### config.mk
export PLATFORM = sky130hd
export DESIGN_NAME = timer8_core
export DESIGN_NICKNAME = d
export VERILOG_FILES = /design/src/shared/timer8_pkg.sv /design/src/timer8_prescaler.sv /design/src/timer8_core.sv
export SDC_FILE = /design/constraint.sdc
export NUM_CORES = 1
export LEC_CHECK = 0
export BUFFER_PORTS_ARGS = -buffer_cell sky130_fd_sc_hd__buf_2
export CAP_MARGIN = 20
export CORE_AREA = 2 2 144 76
export DETAILED_ROUTE_END_ITERATION = 8
export DIE_AREA = 0 0 146 78
export PLACE_DENSITY = 0.67
export REMOVE_ABC_BUFFERS = 1
export SKIP_CTS_REPAIR_TIMING = 1
export SLEW_MARGIN = 20
export SYNTH_ARGS = -nofsm -noshare
export SYNTH_HDL_FRONTEND = slang
export SYNTH_SLANG_ARGS = --single-unit
### constraint.sdc
create_clock -name CLK -period 4.1 [get_ports CLK]
set_input_delay 0.41 -clock CLK [delete_from_list [all_inputs] [get_ports CLK]]
set_output_delay 0.41 -clock CLK [all_outputs]
set_load 0.1 [all_outputs]
### src/shared/timer8_pkg.sv
package timer8_pkg;
    // register offsets on the plain register port
    localparam logic [3:0] CTRL_TWO_OFS = 4'h0;
    localparam logic [3:0] CTRL_ONE_OFS = 4'h1;
    localparam logic [3:0] STATUS_OFS = 4'h2;
    localparam logic [3:0] CAP1_OFS = 4'h3;
    localparam logic [3:0] CMP1_OFS = 4'h4;
    localparam logic [3:0] MAIN_CNT_OFS = 4'h5;
    localparam logic [3:0] ALT_CNT_OFS = 4'h6;
    localparam logic [3:0] CAP2_OFS = 4'h7;
    localparam logic [3:0] CMP2_OFS = 4'h8;
    // control_reg_one fields
    localparam int LVL1_BIT = 0;
    localparam int EDGE1_BIT = 1;
    localparam int LVL2_BIT = 2;
    localparam int FORCE1_BIT = 3;
    localparam int FORCE2_BIT = 4;
    localparam int OVF_IE_BIT = 5;
    localparam int CMP_IE_BIT = 6;
    localparam int CAP_IE_BIT = 7;
    // control_reg_two fields
    localparam int EDGE2_BIT = 1;
    localparam int SEL_LO_BIT = 2;
    localparam int PWM_BIT = 4;
    localparam int ONE_PULSE_BIT = 5;
    localparam int PIN2_EN_BIT = 6;
    localparam int PIN1_EN_BIT = 7;
    // flag vector index, status bit = index + FLAG_BASE
    localparam int FL_CMP2 = 0;
    localparam int FL_CAP2 = 1;
    localparam int FL_OVF = 2;
    localparam int FL_CMP1 = 3;
    localparam int FL_CAP1 = 4;
    localparam int FLAG_BASE = 3;
    // reset and reload values
    localparam logic [7:0] CNT_RELOAD = 8'hfc;
    localparam logic [7:0] CNT_TOP = 8'hff;
    localparam logic [7:0] CMP_RST = 8'h00;
    localparam logic [7:0] CAP_RST = 8'h00;
    localparam logic [7:0] CTRL_RST = 8'h00;
    // clock select codes
    localparam logic [1:0] SEL_DIV2 = 2'h0;
    localparam logic [1:0] SEL_DIV4 = 2'h1;
    localparam logic [1:0] SEL_DIV8 = 2'h2;
    localparam logic [1:0] SEL_OSC = 2'h3;
    // last count of each divider
    localparam logic [2:0] DIV2_LAST = 3'h1;
    localparam logic [2:0] DIV4_LAST = 3'h3;
    localparam logic [2:0] DIV8_LAST = 3'h7;
    localparam int OSC_DIV = 8000;
    localparam logic [12:0] OSC_LAST = 13'(OSC_DIV - 1);
endpackage

### src/timer8_prescaler.sv
`timescale 1ns/1ps
module timer8_prescaler (
    input wire logic clk,
    input wire logic rst_n,
    input wire logic [1:0] sel,
    input wire logic osc_tick,
    input wire logic run,
    output logic tick
);
    logic [2:0] core_q;
    logic [2:0] core_d;
    logic [12:0] osc_q;
    logic [12:0] osc_d;
    logic [2:0] core_last;

    // terminal count of the core-clock divider for a select code
    // select code map
    function automatic logic [2:0] last_of(input logic [1:0] s);
        case (s)
            timer8_pkg::SEL_DIV2: last_of = timer8_pkg::DIV2_LAST;
            timer8_pkg::SEL_DIV4: last_of = timer8_pkg::DIV4_LAST;
            default: last_of = timer8_pkg::DIV8_LAST;
        endcase
    endfunction

    // both dividers freeze while halted so the count resumes in phase
    always_comb begin
        core_last = last_of(sel);
        core_d = core_q;
        osc_d = osc_q;
        tick = 1'b0;
        if (run) begin
            core_d = (core_q >= core_last) ? 3'h0 : core_q + 3'h1;
            if (osc_tick) begin
                osc_d = (osc_q == timer8_pkg::OSC_LAST) ? 13'h0000 : osc_q + 13'h0001;
            end
            if (sel == timer8_pkg::SEL_OSC) begin
                tick = osc_tick && (osc_q == timer8_pkg::OSC_LAST);
            end else begin
                tick = (core_q >= core_last);
            end
        end
    end

    always_ff @(posedge clk or negedge rst_n) begin
        if (!rst_n) begin
            core_q <= 3'h0;
            osc_q <= 13'h0000;
        end else begin
            core_q <= core_d;
            osc_q <= osc_d;
        end
    end
endmodule

### src/timer8_core.sv
// Our own choices: strobed register access and the register offsets.
`timescale 1ns/1ps
// How it works
// - an 8-bit free-running up-counter, readable through two count registers
// - any write to main or alternate count register reloads FCh
// - counter resets to FCh and FCh is the only reload value
// - two-bit clock select picks core/2, /4, /8 or half-osc/8000
// - core dividers give a full count period of 512, 1024, 2048 cycles
// - overflow flag sets when the counter wraps from FFh to 00h
// - overflow request needs flag, enable and a clear processor mask
// - overflow flag clears by status read then main count access only
// - counter runs in wait, holds its count while halted
// - active capture edge copies the counter into read-only capture register
// - capture sets its flag; request gated by capture enable and mask
// - capture flag clears by status read then its capture register access
// - one-pulse and pulse-width modes leave only capture channel 2
// - capture inputs always feed the edge detectors
// - each timer tick compares both compare registers and flags matches
// - compare registers are software-only and reset to 00h
// - enabled pin takes the level bit on a match, else stays undriven
// - compare output latches are low during reset
// - compare flag clears by status read then its compare register access
// - divide-by-2 matches at the value, slower clocks at value plus one
// - force bits copy level to pin without flag; inert in special modes
module timer8_core (
    input wire logic CLK,
    input wire logic RST_N,
    input wire logic [3:0] ADDR,
    input wire logic [7:0] WDATA,
    input wire logic WR,
    input wire logic RD,
    output logic [7:0] RDATA,
    input wire logic HALF_OSC_TICK,
    input wire logic HALT,
    input wire logic IRQ_MASK,
    input wire logic [1:0] CAPTURE_INPUT_PIN,
    output logic [1:0] COMPARE_OUTPUT_PIN,
    output logic [1:0] COMPARE_PIN_OE,
    output logic TIMER_IRQ
);
    logic [7:0] ctrl1_q, ctrl1_d, ctrl2_q, ctrl2_d;
    logic [7:0] count_q, count_d;
    logic [7:0] cap_q [2];
    logic [7:0] cap_d [2];
    logic [7:0] cmp_q [2];
    logic [7:0] cmp_d [2];
    logic [4:0] flag_q, flag_d, armed_q, armed_d, flag_set, flag_clr;
    logic [1:0] pin_q, pin_d, in_q, in_d, cap_ev, cmp_ev, level;
    logic [7:0] rdata_q, rdata_d;
    logic tick, special, cnt_wr, wrap, fast;
    logic [7:0] cmp_ref;

    // register that owns the clearing access of each flag
    function automatic logic [3:0] clr_ofs(input int idx);
        case (idx)
            timer8_pkg::FL_CMP2: clr_ofs = timer8_pkg::CMP2_OFS;
            timer8_pkg::FL_CAP2: clr_ofs = timer8_pkg::CAP2_OFS;
            timer8_pkg::FL_OVF: clr_ofs = timer8_pkg::MAIN_CNT_OFS;
            timer8_pkg::FL_CMP1: clr_ofs = timer8_pkg::CMP1_OFS;
            default: clr_ofs = timer8_pkg::CAP1_OFS;
        endcase
    endfunction

    timer8_prescaler u_presc (
        .clk(CLK),
        .rst_n(RST_N),
        .sel(ctrl2_q[timer8_pkg::SEL_LO_BIT +: 2]),
        .osc_tick(HALF_OSC_TICK),
        .run(!HALT),
        .tick(tick)
    );

    assign special = ctrl2_q[timer8_pkg::ONE_PULSE_BIT] | ctrl2_q[timer8_pkg::PWM_BIT];
    assign fast = (ctrl2_q[timer8_pkg::SEL_LO_BIT +: 2] == timer8_pkg::SEL_DIV2);
    assign level = {ctrl1_q[timer8_pkg::LVL2_BIT], ctrl1_q[timer8_pkg::LVL1_BIT]};
    assign cnt_wr = WR && (ADDR == timer8_pkg::MAIN_CNT_OFS || ADDR == timer8_pkg::ALT_CNT_OFS);
    assign wrap = tick && (count_q == timer8_pkg::CNT_TOP);

    // counter: tick advances, halt stops the prescaler and so the count
    always_comb begin
        count_d = count_q;
        if (tick) begin
            count_d = count_q + 8'h01;
        end
        if (cnt_wr) begin
            count_d = timer8_pkg::CNT_RELOAD;
        end
    end

    always_ff @(posedge CLK or negedge RST_N) begin
        if (!RST_N) begin
            count_q <= timer8_pkg::CNT_RELOAD;
        end else begin
            count_q <= count_d;
        end
    end

    // capture edges; inputs are synchronous so no extra flop stage
    always_comb begin
        in_d = CAPTURE_INPUT_PIN;
        cap_d = cap_q;
        for (int i = 0; i < 2; i++) begin
            logic sel_rise;
            sel_rise = (i == 0) ? ctrl1_q[timer8_pkg::EDGE1_BIT]
                                : ctrl2_q[timer8_pkg::EDGE2_BIT];
            cap_ev[i] = sel_rise ? (CAPTURE_INPUT_PIN[i] & ~in_q[i])
                                 : (~CAPTURE_INPUT_PIN[i] & in_q[i]);
        end
        // channel 1 is taken by the special modes
        if (special) begin
            cap_ev[0] = 1'b0;
        end
        for (int i = 0; i < 2; i++) begin
            if (cap_ev[i]) begin
                cap_d[i] = count_q;
            end
        end
    end

    always_ff @(posedge CLK or negedge RST_N) begin
        if (!RST_N) begin
            in_q <= 2'h0;
            cap_q[0] <= timer8_pkg::CAP_RST;
            cap_q[1] <= timer8_pkg::CAP_RST;
        end else begin
            in_q <= in_d;
            cap_q <= cap_d;
        end
    end

    // compare: at /2 the match shows as the counter reaches the value,
    // at slower rates one count later, so the reference differs
    always_comb begin
        cmp_ref = fast ? count_q + 8'h01 : count_q;
        pin_d = pin_q;
        for (int i = 0; i < 2; i++) begin
            cmp_ev[i] = tick && (cmp_ref == cmp_q[i]);
            // level reaches the latch on a match
            if (cmp_ev[i]) begin
                pin_d[i] = level[i];
            end
        end
        // force copies new level, no flag, not in special modes
        if (WR && ADDR == timer8_pkg::CTRL_ONE_OFS && !special) begin
            if (WDATA[timer8_pkg::FORCE1_BIT]) begin
                pin_d[0] = WDATA[timer8_pkg::LVL1_BIT];
            end
            if (WDATA[timer8_pkg::FORCE2_BIT]) begin
                pin_d[1] = WDATA[timer8_pkg::LVL2_BIT];
            end
        end
    end

    always_ff @(posedge CLK or negedge RST_N) begin
        if (!RST_N) begin
            pin_q <= 2'h0;
        end else begin
            pin_q <= pin_d;
        end
    end

    assign COMPARE_OUTPUT_PIN = pin_q;
    assign COMPARE_PIN_OE = {ctrl2_q[timer8_pkg::PIN2_EN_BIT],
                             ctrl2_q[timer8_pkg::PIN1_EN_BIT]};

    // flags: a status read arms each set flag, the owning access clears it
    always_comb begin
        flag_set = '0;
        flag_set[timer8_pkg::FL_OVF] = wrap;
        flag_set[timer8_pkg::FL_CAP1] = cap_ev[0];
        flag_set[timer8_pkg::FL_CAP2] = cap_ev[1];
        flag_set[timer8_pkg::FL_CMP1] = cmp_ev[0];
        flag_set[timer8_pkg::FL_CMP2] = cmp_ev[1];
        armed_d = armed_q;
        if (RD && ADDR == timer8_pkg::STATUS_OFS) begin
            armed_d = armed_q | flag_q;
        end
        for (int i = 0; i < 5; i++) begin
            flag_clr[i] = armed_q[i] && (WR || RD) && (ADDR == clr_ofs(i));
            if (flag_clr[i]) begin
                armed_d[i] = 1'b0;
            end
        end
        // a new event in the clearing cycle survives
        flag_d = (flag_q & ~flag_clr) | flag_set;
        armed_d = armed_d & flag_d;
    end

    always_ff @(posedge CLK or negedge RST_N) begin
        if (!RST_N) begin
            flag_q <= 5'h00;
            armed_q <= 5'h00;
        end else begin
            flag_q <= flag_d;
            armed_q <= armed_d;
        end
    end

    // pending flags gated by enables and mask
    assign TIMER_IRQ = !IRQ_MASK && (
        (flag_q[timer8_pkg::FL_OVF] && ctrl1_q[timer8_pkg::OVF_IE_BIT]) ||
        ((flag_q[timer8_pkg::FL_CAP1] || flag_q[timer8_pkg::FL_CAP2]) &&
         ctrl1_q[timer8_pkg::CAP_IE_BIT]) ||
        ((flag_q[timer8_pkg::FL_CMP1] || flag_q[timer8_pkg::FL_CMP2]) &&
         ctrl1_q[timer8_pkg::CMP_IE_BIT]));

    // software registers; force bits are write-only pulses
    always_comb begin
        ctrl1_d = ctrl1_q;
        ctrl2_d = ctrl2_q;
        cmp_d = cmp_q;
        if (WR) begin
            case (ADDR)
                timer8_pkg::CTRL_ONE_OFS: begin
                    ctrl1_d = WDATA;
                    ctrl1_d[timer8_pkg::FORCE1_BIT] = 1'b0;
                    ctrl1_d[timer8_pkg::FORCE2_BIT] = 1'b0;
                end
                timer8_pkg::CTRL_TWO_OFS: ctrl2_d = WDATA & 8'hfe;
                // compare registers only change by software
                timer8_pkg::CMP1_OFS: cmp_d[0] = WDATA;
                timer8_pkg::CMP2_OFS: cmp_d[1] = WDATA;
                default: ctrl1_d = ctrl1_q;
            endcase
        end
    end

    always_ff @(posedge CLK or negedge RST_N) begin
        if (!RST_N) begin
            ctrl1_q <= timer8_pkg::CTRL_RST;
            ctrl2_q <= timer8_pkg::CTRL_RST;
            cmp_q[0] <= timer8_pkg::CMP_RST;
            cmp_q[1] <= timer8_pkg::CMP_RST;
        end else begin
            ctrl1_q <= ctrl1_d;
            ctrl2_q <= ctrl2_d;
            cmp_q <= cmp_d;
        end
    end

    // read data one cycle after the strobe, zero otherwise
    always_comb begin
        rdata_d = 8'h00;
        if (RD) begin
            case (ADDR)
                timer8_pkg::CTRL_ONE_OFS: rdata_d = ctrl1_q;
                timer8_pkg::CTRL_TWO_OFS: rdata_d = ctrl2_q;
                timer8_pkg::STATUS_OFS: rdata_d = {flag_q, 3'h0};
                timer8_pkg::CAP1_OFS: rdata_d = cap_q[0];
                timer8_pkg::CAP2_OFS: rdata_d = cap_q[1];
                timer8_pkg::CMP1_OFS: rdata_d = cmp_q[0];
                timer8_pkg::CMP2_OFS: rdata_d = cmp_q[1];
                // both count registers show the counter
                timer8_pkg::MAIN_CNT_OFS: rdata_d = count_q;
                timer8_pkg::ALT_CNT_OFS: rdata_d = count_q;
                default: rdata_d = 8'h00;
            endcase
        end
    end

    always_ff @(posedge CLK or negedge RST_N) begin
        if (!RST_N) begin
            rdata_q <= 8'h00;
        end else begin
            rdata_q <= rdata_d;
        end
    end

    assign RDATA = rdata_q;
endmodule

# --- Word level (Yosys, flattened, before mapping) ---
# Index checks and enable logic that the tools add are counted.
totals:
  latch_bits: 0
  mem_bits_ro: 0
  wordCells: 110
  input_bits: 21
  mem_bits_rw: 0
  n_memories: 0
  output_inout_bits: 13
  regBits: 91
classes:
  div_mod_pow: 0
  bitwise_logic: 15
  n_mux: 24
  mul: 0
  magnitude_cmp: 1
  shifts: 0
  add_sub_neg: 3
  n_eq_ne: 14
  n_reduce_logical: 39
ops:
  columns: ["op", "count"]
  rows:
  - ["$pmux 8 s8", 1]
  - ["$mux 8", 4]
  - ["$logic_and 1x1->1", 22]
  - ["$eq 4x3->1 const B", 4]
  - ["$eq 8x8->1", 2]
  - ["$mux 1", 14]
  - ["$add 13x1->13 const B", 1]
  - ["$eq 13x13->1 const B", 1]
  - ["$mux 13", 1]
  - ["$and 5x5->5", 2]
  - ["$or 5x5->5", 2]
  - ["$reduce_and 2->1", 5]
  - ["$add 8x1->8 const B", 1]
  - ["$eq 4x2->1 const B", 2]
  - ["$eq 8x8->1 const B", 1]
  - ["$logic_or 1x1->1", 6]
  - ["$pmux 3 s2", 1]
  - ["$mux 5", 1]
  - ["$not 1->1", 5]
  - ["$not 5->5", 1]
  - ["$and 1x1->1", 4]
  - ["$eq 4x1->1 const B", 1]
  - ["$eq 4x4->1 const B", 1]
  - ["$logic_not 4->1", 1]
  - ["other kinds (11)", 12]

# --- Longest topological paths before layout ---
# Gate-level depths: netlist of run 1.
depth:
  word_depth: 9
  ltp_mapped: 11
  ltp_nobuf: 9

# --- Modules after synthesis ---
# Synthesis of run 1 repeated with hierarchy kept, for this count alone.
hier_totals:
  cells_unflattened: 475
  area_unflattened_um2: 4974.8
modules_own_cells:
  columns: ["mod", "instances", "area_per_inst_um2", "seq_area_each_um2", "cells_each"]
  rows:
  - ["timer8_core", 1, 4065.1, 1884.3, 381]
  - ["timer8_prescaler", 1, 909.6, 400.4, 94]

# --- Worst setup path before layout of run 1 ---
# OpenSTA, ideal clock, no wires.
synth_path:
  path_kind: "register -> output"
  from: "reg flag_q[2]"
  to: "out TIMER_IRQ"
  setup_slack_ps: 1619
  required_ps: 3690
  path_stages_with_launch: 3
  path_buffers: 0
  t_arrival_ps: 2071
  cell_sequence: "dfrtp_1 nand2_1 a31oi_1"
synth_via:
  elab_chain_len: 4
synth_rtl:
  columns: ["item", "line", "text"]
  rows:
  - ["from (decl)", "timer8_core.sv:47", "logic [4:0] flag_q, flag_d, armed_q, armed_d, flag_set, flag_clr;"]
  - ["from (signal assigned)", "timer8_core.sv:194", "flag_q <= flag_d;"]
  - ["$logic_and 1x1->1", "timer8_core.sv:201", "(flag_q[timer8_pkg::FL_OVF] && ctrl1_q[timer8_pkg::OVF_IE_BIT]) ||"]
  - ["$logic_or 1x1->1", "timer8_core.sv:201", null]
  - ["$logic_or 1x1->1", "timer8_core.sv:203", "ctrl1_q[timer8_pkg::CAP_IE_BIT]) ||"]
  - ["$logic_and 1x1->1", "timer8_core.sv:200", "assign TIMER_IRQ = !IRQ_MASK && ("]
  - ["to (decl)", "timer8_core.sv:39", "output logic TIMER_IRQ"]
# No other way between the ends.

# --- Worst setup path in the final report of run 1 ---
layout_path:
  from: "reg ctrl2_q[2]"
  to: "reg pin_q[0], in the netlist COMPARE_OUTPUT_PIN[0]"
layout_via:
  elab_chain_len: 9
  word_cells_on_any_way: 13
  cone_classes: "order compare: 1; eq/ne: 3; mux: 7; reduce/logical: 2"
layout_rtl:
  columns: ["item", "line", "text"]
  rows:
  - ["from (decl)", "timer8_core.sv:41", "logic [7:0] ctrl1_q, ctrl1_d, ctrl2_q, ctrl2_d;"]
  - ["from (signal assigned)", "timer8_core.sv:231", "ctrl2_q <= timer8_pkg::CTRL_RST;"]
  - ["from (signal assigned)", "timer8_core.sv:236", "ctrl2_q <= ctrl2_d;"]
  - ["$eq 2x1->1 or $logic_not 2->1 (tied branches)", "timer8_prescaler.sv:19, timer8_core.sv:74", null]
  - ["$pmux 3 s2", "timer8_prescaler.sv:19", "case (s)"]
  - ["$ge 3x3->1", "timer8_prescaler.sv:40", "tick = (core_q >= core_last);"]
  - ["$mux 1", "timer8_prescaler.sv:37", "if (sel == timer8_pkg::SEL_OSC) begin"]
  - ["$mux 1", "timer8_prescaler.sv:32", "if (run) begin"]
  - ["$logic_and 1x1->1 *", "timer8_core.sv:137", "cmp_ev[i] = tick && (cmp_ref == cmp_q[i]);"]
  - ["$mux 1 *", "timer8_core.sv:139", "if (cmp_ev[i]) begin"]
  - ["$mux 1", "timer8_core.sv:145", "if (WDATA[timer8_pkg::FORCE1_BIT]) begin"]
  - ["$mux 2 *", "timer8_core.sv:144", "if (WR && ADDR == timer8_pkg::CTRL_ONE_OFS && !special) begin"]
  - ["net pin_d[0]", "timer8_core.sv:48", "logic [1:0] pin_q, pin_d, in_q, in_d, cap_ev, cmp_ev, level;"]
  - ["to (signal assigned)", "timer8_core.sv:158", "pin_q <= pin_d;"]
  - ["to (decl)", "timer8_core.sv:48", null]
# Mark *: on every way through the listed nets, which the timed path passes. The rest lies on a longest branch.
# A chain may end at the register's enable or synchronous reset.

==> impl_metrics.py, run 1 <==
metrics = {
    "timing": {
        "timing.clock.skew_ps": 5.73,
        "final-max-slew-violation-count": 0,
        "period_minus_slack_ps": 2930,
        "totalNegativeSetupSlack_ps": 0,
        "slew-limit-headroom_pct": 38.8,
        "number_of_setup_violations_in_the_final_report": 0,
        "maxClockFrequency_ghz": 0.342,
        "timing.final.crit_share_pct": 71.4,
        "rsz0062_at_grt": "no",
        "timing_hold_violations_final": 0,
        "timing.hold.ws_ps": 82.0,
        "worst-slew-pin-transition_ps": 915,
    },
    "power_and_ir_drop": {
        "portion_of_total_power_attributed_to_sequential_cells_pct": 42.9,
        "power_switching_w": 0.00132,
        "p_leak_nw": 2.32,
        "intPower_w": 0.00208,
        "clkPwrFrac_pct": 25.5,
        "combPwrFrac_pct": 31.7,
        "power.switching_fraction_pct": 38.9,
        "p_per_area_nw_per_um2": 617,
        "ir_worst_vdd_uv": 283,
    },
    "setup_path": {
        "setup.worst_path.end_class": "flip-flop",
        "setup.worst_path.start_class": "flip-flop",
        "setup.worst_path.class": "flip-flop to flip-flop",
        "worst_path_max_delay_cell": "dfrtp_1",
        "worst_path_largest_cell_delay_ps": 470,
        "worstPathArrival_ps": 3160,
        "crit_path_cell_trace": "or2_1 > inv_2 > ha_1 > nand3_1 > a221oi_1 > or2_2 > and3_1 > nand4_1 > mux2i_1",
        "crit_path_max_fanout": 16,
        "timing.critical_path.required_ps": 4330,
    },
    "cts": {
        "clk_root_buffer_cell": "clkbuf_16",
        "worst_skew_pair.late_latency_ps": 350,
        "cts_made_buffers": 9,
        "clockBufferDepth": 2,
        "clock_sinks": 91,
        "clock_tree.htree_level_count": 3,
        "tritoncts": "yes",
        "clk_transition_reported_paths_ps": 70,
    },
    "grt": {
        "vias_in_the_first_global_route": 3803,
        "grt_use_met2_pct": 34.1,
        "global_route.overflow_total": 0,
        "grt_overall_usage_pct": 24.5,
        "global_route_track_usage_on_met1_pct": 35.6,
        "gr-max-usage-layer": "met1",
        "grt_antenna_before_repair": 0,
        "pin_count_of_the_biggest_net_entering_global_routing": 54,
        "grt_pass1_wl_mm": 21.3,
        "grt_use_met3_pct": 7.18,
    },
    "logic_synthesis": {
        "synth_cell_types": 62,
        "synth.ff_latch_count": 91,
        "synth_top_cells_by_area": "dfrtp_1, mux2_2, nand2_1, xnor2_1, dfstp_2",
        "yosysSeqAreaShare_pct": 46.0,
        "avgSynthCellArea_um2": 9.99,
        "yosysTopAreaCellShare_pct": 42.8,
        "postSynthCellCount": 497,
        "asyncSetResetFlopFracSynth_pct": 100,
        "synth_area_leader_cell": "dfrtp_1",
        "count_of_flip_flops_with_a_built_in_enable_after_synthesis": 0,
        "yosys_warnings": 0,
        "syn_area_um2": 4960,
        "synth_top_flop_cell": "dfrtp_1",
    },
    "route": {
        "count_of_routing_violations_after_the_opening_detailed_route_iteration": 286,
        "vias": 4069,
        "post_detailed_route_via_to_cell_ratio": 6.12,
        "wl_per_cell_um": 20.0,
        "wl_mm": 13.3,
        "drt_first_pass_iters": 5,
        "drt_drc_violations_left": 0,
        "detail-route-antenna-nets": 0,
    },
    "hold_path": {
        "worst_hold_path_type": "input pin to async pin",
    },
    "layout": {
        "finalNetCount": 546,
        "diodes": 0,
        "nFillCells": 918,
        "area_growth_syn_to_layout_pct": 11.0,
        "layout-drive-gt1-share_pct": 20.4,
    },
    "placement": {
        "port-buffer-count": 33,
        "gp_routability_congestion": 0.978,
        "dp.final_hpwl_mm": 9.49,
    },
    "floorplanning": {
        "rows": 26,
        "core_um2": 10000,
        "die_height_um": 78,
        "die-area_um2": 11400,
        "die_w_um": 146,
        "initial_utilization_pct": 49.6,
        "number_of_top_level_pins": 34,
    },
    "flow_run": {
        "drv_cap": 0,
    },
    "status": {
        "status": "finished, final reports clean",
    },
}
[worst paths after layout]
path	startpoint	to	slack (ps)	cells past startpoint
hold reg to reg	cap_q[3]	cap_q[3]	490	2
max in group asynchronous	RST_N	count_q[2]	3000	2
setup / recovery	ctrl2_q[2]	COMPARE_OUTPUT_PIN[0]	1170	9
min in group CLK	CAPTURE_INPUT_PIN[1]	in_q[1]	190	1
setup reg to reg	ctrl2_q[2]	COMPARE_OUTPUT_PIN[0]	1170	9
hold / removal	RST_N	u_presc.osc_q[8]	80	1
[cell usage after synthesis (3+ instances only)]
library cell and instances:
a222oi_1 4, mux2_2 42, clkbuf_1 11, ha_1 5
nand3_1 17, o31ai_1 3, a211oi_1 4, a21oi_1 18
dfstp_2 6, inv_1 6, a31oi_1 3, buf_2 7
a22oi_1 8, and3_1 8, or3_1 4, nand2b_1 4
o21ai_0 31, a22o_1 3, nor3_1 9, dfrtp_1 85
nor2b_1 12, nand3b_1 6, nor4_1 4, xnor2_1 20
mux2i_1 10, nor2_1 30, xor2_1 15, nand4_1 12
nand2_1 59, o211ai_1 6, nor3b_1 4
[power groups by stage]
stage / logic [W] / clock network [W] / registers [W]
floorplan: 0.000742 / 0 / 0.00143
global placement: 0.00105 / 0 / 0.00145
detailed placement: 0.00106 / 0 / 0.00146
CTS: 0.00107 / 0.000882 / 0.00144
global route: 0.00118 / 0.000913 / 0.00149
finish: 0.00108 / 0.000865 / 0.00146
[cells by family (layout without fill, tap and decap cells)]
group / Yosys count / in the layout / share of synthesized area (%)
AOI/OAI and AO/OA: 98 / 98 / 12.8
xor gates and xnor gates: 35 / 35 / 6.17
adders and majority gates: 5 / 5 / 1.26
buffers and inverters: 30 / 58 / 2.90
DFF: 91 / 91 / 46.0
muxes: 52 / 52 / 11.5
and+or+nand+nor: 186 / 186 / 19.3
[cell usage in the layout, fill, tap and decap left out, types with 6 or more instances in the layout]
| cell type | Yosys | layout |
|---|---|---|
| o21ai_0 | 31 | 31 |
| a22oi_1 | 8 | 8 |
| o211ai_1 | 6 | 6 |
| nand3b_1 | 6 | 6 |
| nor2b_1 | 12 | 12 |
| nand4_1 | 12 | 12 |
| nor2_1 | 30 | 30 |
| nor3_1 | 9 | 9 |
| mux2i_1 | 10 | 10 |
| xnor2_1 | 20 | 20 |
| inv_1 | 6 | 6 |
| xor2_1 | 15 | 15 |
| mux2_2 | 42 | 42 |
| a21oi_1 | 18 | 18 |
| dfrtp_1 | 85 | 85 |
| and3_1 | 8 | 8 |
| nand2_1 | 59 | 59 |
| buf_2 | 7 | 32 |
| nand3_1 | 17 | 17 |
| clkbuf_16 | 0 | 9 |
| dfstp_2 | 6 | 6 |
[through the flow]
step | setup WS, ps | instances | util (%) | area [µm²] | power [W]
2_1_floorplan | 1620 | 474 | - | 4850 | 0.00217
3_3_place_gp | 1330 | 649 | 51.9 | 5200 | 0.00251
3_5_place_dp | 1240 | 649 | 51.9 | 5200 | 0.00252
4_1_cts | 1220 | 665 | 55.0 | 5510 | 0.00339
5_1_grt | 872 | 665 | 55.0 | 5510 | 0.00358
6_report | 1170 | 665 | 55.0 | 5510 | 0.00340
[routing by layer]
layer	routed length, µm	part of all wire, %
met2	5600	42
met3	1150	8.6
met4	339	2.6
met1	6200	47
met5	0	0
[area by class of cell]
cell class | count | area, µm² | area share (%)
Sequential cell | 91 | 2280 | 41.4
Multi-Input combinational cell | 376 | 2540 | 46.0
Tap cell | 140 | 175 | 3.18
Inverter | 7 | 26.3 | 0.477
Clock inverter | 6 | 68.8 | 1.25
Clock buffer | 10 | 239 | 4.33
Timing Repair Buffer | 35 | 183 | 3.31
[registers in the layout, summed over array words and instances, names as in the netlist]
signal and cells:
cap_q 16, cmp_q 16, u_presc.osc_q 13, RDATA 8
count_q 8, ctrl2_q 7, ctrl1_q 6, armed_q 5
flag_q 5, u_presc.core_q 3, COMPARE_OUTPUT_PIN 2, in_q 2
[critical path: cells and delay by family (launching register included)]
family / cells / cell delay (ps)
muxes: 1 / 170
DFF: 1 / 470
AOI/OAI and AO/OA: 1 / 400
adders and majority gates: 1 / 320
buffers and inverters: 1 / 190
and+or+nand+nor: 5 / 1260
Power figures use the tool's default switching activity.
==> run 2, diff against run 1 <==
PLACE_DENSITY = 0.7   (was 0.67)
clock period = 2.6 ns   (was 4.1 ns; I/O delays follow)
==> run 2 against run 1 <==
  * The flow now finishes with violations (hold timing)
  * Clock-buffer cell count did not move
  * Largest power group unchanged
  * Highest routed layer unchanged
  * Hold slack worse by 130 ps
  * Register-to-register slack worse by 900 ps
  * Via count up 0.84%
  * Clock skew increased by 6.4 ps
  * Sequential power is 53% higher
  * Total power rose by 58%
  * Combinational power rose by 69%
  * Non-clock buffer count increased by 14
==> impl_metrics.py, run 2 (synthesis results as in run 1) <==
metrics = {
    "status": {
        "status": "finished with violations",
        "failed_checks": "hold timing",
    },
    "timing": {
        "rsz0062_at_grt": "no",
        "slew-limit-headroom_pct": 52.9,
        "timing.clock.skew_ps": 12.1,
        "totalNegativeSetupSlack_ps": 0,
        "timing.final.crit_share_pct": 89.5,
        "maxClockFrequency_ghz": 0.430,
        "timing_hold_violations_final": 44,
        "finalWorstSetupSlack_ps": 272,
        "period_minus_slack_ps": 2330,
        "worst-slew-pin-transition_ps": 702,
        "final-max-slew-violation-count": 0,
        "number_of_setup_violations_in_the_final_report": 0,
        "timing.hold.ws_ps": -52.0,
    },
    "grt": {
        "grt_overall_usage_pct": 24.3,
        "global_route.overflow_total": 0,
        "grt_antenna_before_repair": 0,
        "grt_pass1_wl_mm": 21.3,
        "vias_in_the_first_global_route": 3932,
        "pin_count_of_the_biggest_net_entering_global_routing": 52,
    },
    "placement": {
        "dp.final_hpwl_mm": 9.54,
        "place.detailed.instances": 663,
        "gp_routability_congestion": 0.911,
        "place_worst_setup_slack_ps": 227,
        "port-buffer-count": 33,
    },
    "route": {
        "wl_per_cell_um": 19.6,
        "vias": 4103,
        "drt_first_pass_iters": 6,
        "post_detailed_route_via_to_cell_ratio": 6.05,
        "wl_mm": 13.3,
        "count_of_routing_violations_after_the_opening_detailed_route_iteration": 351,
        "detail-route-antenna-nets": 0,
        "drt_drc_violations_left": 0,
    },
    "layout": {
        "top_registers": "cap_q x16, cmp_q x16, u_presc.osc_q x13",
        "diodes": 0,
        "fin_cells": 678,
        "nFillCells": 893,
        "layout-drive-gt1-share_pct": 22.5,
        "area_growth_syn_to_layout_pct": 13.4,
        "finalNetCount": 560,
        "final_common_cell": "dfrtp_1",
        "most_frequent_cells_in_the_layout": "dfrtp_1, nand2_1, mux2_2",
    },
    "floorplanning": {
        "core_um2": 10000,
        "number_of_top_level_pins": 34,
        "initial_utilization_pct": 49.6,
        "die_height_um": 78,
        "die-area_um2": 11400,
        "die_w_um": 146,
        "rows": 26,
    },
    "cts": {
        "clock_tree.htree_level_count": 3,
        "clk_transition_reported_paths_ps": 70,
        "tritoncts": "yes",
        "cts_made_buffers": 9,
        "worst_skew_pair.late_latency_ps": 340,
        "clk_root_buffer_cell": "clkbuf_16",
        "clockBufferDepth": 2,
        "clock_sinks": 91,
    },
    "hold_path": {
        "worst_hold_path_type": "input pin to async pin",
    },
    "power_and_ir_drop": {
        "p_leak_nw": 2.39,
        "ir_worst_vdd_uv": 405,
        "p_per_area_nw_per_um2": 957,
    },
    "flow_run": {
        "drv_cap": 0,
    },
    "setup_path": {
        "crit_path_max_fanout": 11,
        "timing.critical_path.required_ps": 2830,
        "worstPathArrival_ps": 2550,
        "setup.worst_path.class": "flip-flop to flip-flop",
        "setup.worst_path.start_class": "flip-flop",
        "setup.worst_path.end_class": "flip-flop",
    },
}
run 2: cell types whose count changed in the layout (fill, tap and decap cells not counted), sizes merged:
cell / previous run / this run
buf: 35 / 49
inv: 10 / 9
run 2: where the power goes:
| part | internal (W) | switching (W) | total [W] |
|---|---|---|---|
| sequential | 0.00180 | 0.000426 | 0.00223 |
| clock | 0.000771 | 0.000559 | 0.00133 |
| combinational | 0.000749 | 0.00108 | 0.00183 |
| total | 0.00332 | 0.00207 | 0.00539 |
run 2: final cells by class:
class | instances | area, µm² | share of cell area (%)
Timing Repair Buffer | 49 | 300 | 5.34
Multi-Input combinational cell | 376 | 2540 | 45.2
Inverter | 7 | 26.3 | 0.467
Clock inverter | 5 | 60.1 | 1.07
Tap cell | 140 | 175 | 3.11
Clock buffer | 10 | 239 | 4.25
Sequential cell | 91 | 2280 | 40.6
run 2: worst max-delay path: stages, from the launching register on:
cell	delay, ps
dfrtp_1	470
or2_1	170
inv_2	40
ha_1	270
nand3_1	110
a221oi_2	290
or2_2	320
and3_1	200
nand4_1	170
mux2i_1	170
run 2: routing by layer:
metal / up-vias / GRT usage [%] / share of wire, %
met5: - / 0 / 0
met1: 1999 / 34.2 / 45
met4: 0 / 6.12 / 1.5
met2: 193 / 36.7 / 43
met3: 20 / 7.53 / 9.5
li1: 1891 / - / -
run 2: per-stage QoR:
step / area, µm² / util, % / total power, W
final: 5630 / 56.2 / 0.00539
after global routing: 5630 / 56.2 / 0.00568
after CTS: 5620 / 56.1 / 0.00536
after detailed placement: 5320 / 53.1 / 0.00402
after global placement: 5320 / 53.1 / 0.00398
after floorplan: 4850 / - / 0.00343
run 2: path summary, 6_finish.rpt:
kind	from	endpoint	slack (ps)	depth (start not counted)
setup reg to reg	ctrl2_q[2]	COMPARE_OUTPUT_PIN[0]	270	9
max in group asynchronous	RST_N	cap_q[12]	1980	2
setup / recovery	ctrl2_q[2]	COMPARE_OUTPUT_PIN[0]	270	9
hold reg to reg	u_presc.osc_q[4]	u_presc.osc_q[4]	490	1
min in group CLK	CAPTURE_INPUT_PIN[1]	in_q[1]	40	1
hold / removal	RST_N	u_presc.core_q[0]	-50	1
==> run 3, diff against run 2 <==
CELL_PAD_IN_SITES_DETAIL_PLACEMENT = 0   (was default)
CELL_PAD_IN_SITES_GLOBAL_PLACEMENT = 1   (was default)
CORE_AREA = 2 2 155 81   (was 2 2 144 76)
DIE_AREA = 0 0 157 83   (was 0 0 146 78)
PLACE_DENSITY = default   (was 0.7)
PLACE_DENSITY_LB_ADDON = 0.1   (was default)
==> run 3 against run 2 <==
  * The flow now finishes without violations
  * Clock skew fell by 4.2 ps
  * Clock-buffer cell count did not move
  * Sequential share of layout area fell by 0.95 points
  * Maximum frequency fell by 1.6%
  * Clock power barely moved
  * Combinational power rose by 13%
  * Core utilization fell by 6.5 points
  * Die area rose by 14%
  * Total power rose by 3.9%
  * Via count rose by 1.8%
  * Wire length rose by 17%
  * Cell area rose by 2.4%
  * Critical endpoint is now COMPARE_OUTPUT_PIN[1]
  * Largest power group unchanged
==> impl_metrics.py, run 3 (synthesis results as in run 1) <==
metrics = {
    "power_and_ir_drop": {
        "p_leak_nw": 2.45,
        "p_per_area_nw_per_um2": 971,
        "ir_worst_vdd_uv": 379,
    },
    "route": {
        "vias": 4178,
        "drt_drc_violations_left": 0,
        "post_detailed_route_via_to_cell_ratio": 5.81,
        "count_of_routing_violations_after_the_opening_detailed_route_iteration": 513,
        "detail-route-antenna-nets": 0,
        "drt_first_pass_iters": 6,
        "wl_mm": 15.6,
        "wl_per_cell_um": 21.7,
    },
    "floorplanning": {
        "number_of_top_level_pins": 34,
        "die-area_um2": 13000,
        "die_w_um": 157,
        "core_um2": 11600,
        "rows": 28,
        "die_height_um": 83,
        "initial_utilization_pct": 42.8,
    },
    "timing": {
        "timing.clock.skew_ps": 7.92,
        "slew-limit-headroom_pct": 46.8,
        "finalWorstSetupSlack_ps": 234,
        "worst-slew-pin-transition_ps": 792,
        "timing.final.crit_share_pct": 91.0,
        "final-max-slew-violation-count": 0,
        "rsz0062_at_grt": "no",
        "period_minus_slack_ps": 2370,
        "number_of_setup_violations_in_the_final_report": 0,
        "totalNegativeSetupSlack_ps": 0,
        "timing_hold_violations_final": 0,
        "maxClockFrequency_ghz": 0.423,
    },
    "setup_path": {
        "crit-reg2reg-launch": "ctrl2_q[2]",
        "timing.critical_path.required_ps": 2890,
        "crit_path_max_fanout": 7,
        "setup.worst_path.start_class": "flip-flop",
        "worstPathArrival_ps": 2650,
        "setup.worst_path.end_class": "flip-flop",
        "r2r_cells": 9,
        "worstSetupStartpoint": "ctrl2_q[2]",
        "setup.worst_path.class": "flip-flop to flip-flop",
    },
    "layout": {
        "final_cell_area_um2": 5760,
        "most_frequent_cells_in_the_layout": "dfrtp_1, nand2_1, mux2_2",
        "diodes": 0,
        "final_common_cell": "dfrtp_1",
        "register_area_um2": 2280,
        "multi_input_combinational_cell_area_um2": 2540,
        "layout-drive-gt1-share_pct": 24.4,
        "area_growth_syn_to_layout_pct": 16.1,
        "nFillCells": 1080,
        "top_registers": "cap_q x16, cmp_q x16, u_presc.osc_q x13",
        "finalNetCount": 575,
    },
    "cts": {
        "clk_transition_reported_paths_ps": 70,
        "clock_sinks": 91,
        "clockBufferDepth": 2,
        "tritoncts": "yes",
        "clk_root_buffer_cell": "clkbuf_16",
        "worst_skew_pair.late_latency_ps": 350,
        "clock_tree.htree_level_count": 3,
        "cts_made_buffers": 9,
    },
    "grt": {
        "pin_count_of_the_biggest_net_entering_global_routing": 45,
        "vias_in_the_first_global_route": 3935,
        "grt_antenna_before_repair": 0,
        "grt_use_met2_pct": 28.4,
        "global_route_track_usage_on_met1_pct": 42.3,
        "grt_pass1_wl_mm": 24.1,
        "global_route.overflow_total": 0,
        "grt_overall_usage_pct": 25.1,
        "grt_use_met3_pct": 9.29,
        "gr-max-usage-layer": "met1",
    },
    "placement": {
        "place_worst_setup_slack_ps": 255,
        "gp_routability_congestion": 0.939,
        "port-buffer-count": 33,
        "postPlaceCellArea_um2": 5460,
        "dp.final_hpwl_mm": 12.0,
    },
    "flow_run": {
        "drv_cap": 0,
    },
    "status": {
        "status": "finished, final reports clean",
    },
    "hold_path": {
        "holdCritStartpoint": "CAPTURE_INPUT_PIN[0]",
        "worst_hold_path_type": "input pin to flip-flop",
        "whs_path_depth": 1,
    },
}
-- run 3: worst paths after layout --
kind / endpoint / slack [ps]
max: COMPARE_OUTPUT_PIN[1] / 230
min: in_q[0] / 40
max reg2reg: COMPARE_OUTPUT_PIN[1] / 230
min reg2reg: cap_q[5] / 480
max in group asynchronous: count_q[7] / 1420
min in group asynchronous: u_presc.core_q[2] / 470
-- run 3: critical path, stage by stage, from the launching register on --
cell and delay, ps:
dfrtp_1 440, or2_1 160, inv_2 50, ha_1 260, nand3_1 90, a221oi_1 410
o21ai_0 190, nor4_2 280, mux2_2 380, nand2_1 50
-- run 3: per-stage QoR --
step / power, W / instances / hold slack (ps) / util [%]
detailed placement: 0.00424 / 702 / 312 / 47.1
floorplan: 0.00343 / 474 / -35.6 / -
CTS: 0.00558 / 718 / -63.6 / 49.6
finish: 0.00560 / 719 / 39.8 / 49.7
global route: 0.00592 / 719 / 29.5 / 49.7
global placement: 0.00422 / 702 / 303 / 47.1
-- run 3: metal layers --
layer | vias to the layer above | routed length, µm
li1 | 1918 | -
met2 | 197 | 5350
met1 | 2048 | 8110
met3 | 15 | 1970
met5 | - | 0
met4 | 0 | 174
-- run 3: cell type report --
| type | instances | area share [%] |
|---|---|---|
| multi-input combinational | 376 | 44.0 |
| timing repair buffer | 64 | 7.21 |
| sequential | 91 | 39.6 |
| clock buffer | 10 | 4.15 |
| clock inverter | 6 | 0.955 |
| inverter | 7 | 0.456 |
| tap | 165 | 3.58 |
-- run 3: report_power, final --
group / switching (W) / total (W) / internal (W) / leakage [nW]
registers: 0.000412 / 0.00221 / 0.00180 / 1.11
clock network: 0.000620 / 0.00132 / 0.000696 / 0.140
logic: 0.00123 / 0.00207 / 0.000837 / 1.20
total: 0.00226 / 0.00560 / 0.00333 / 2.45
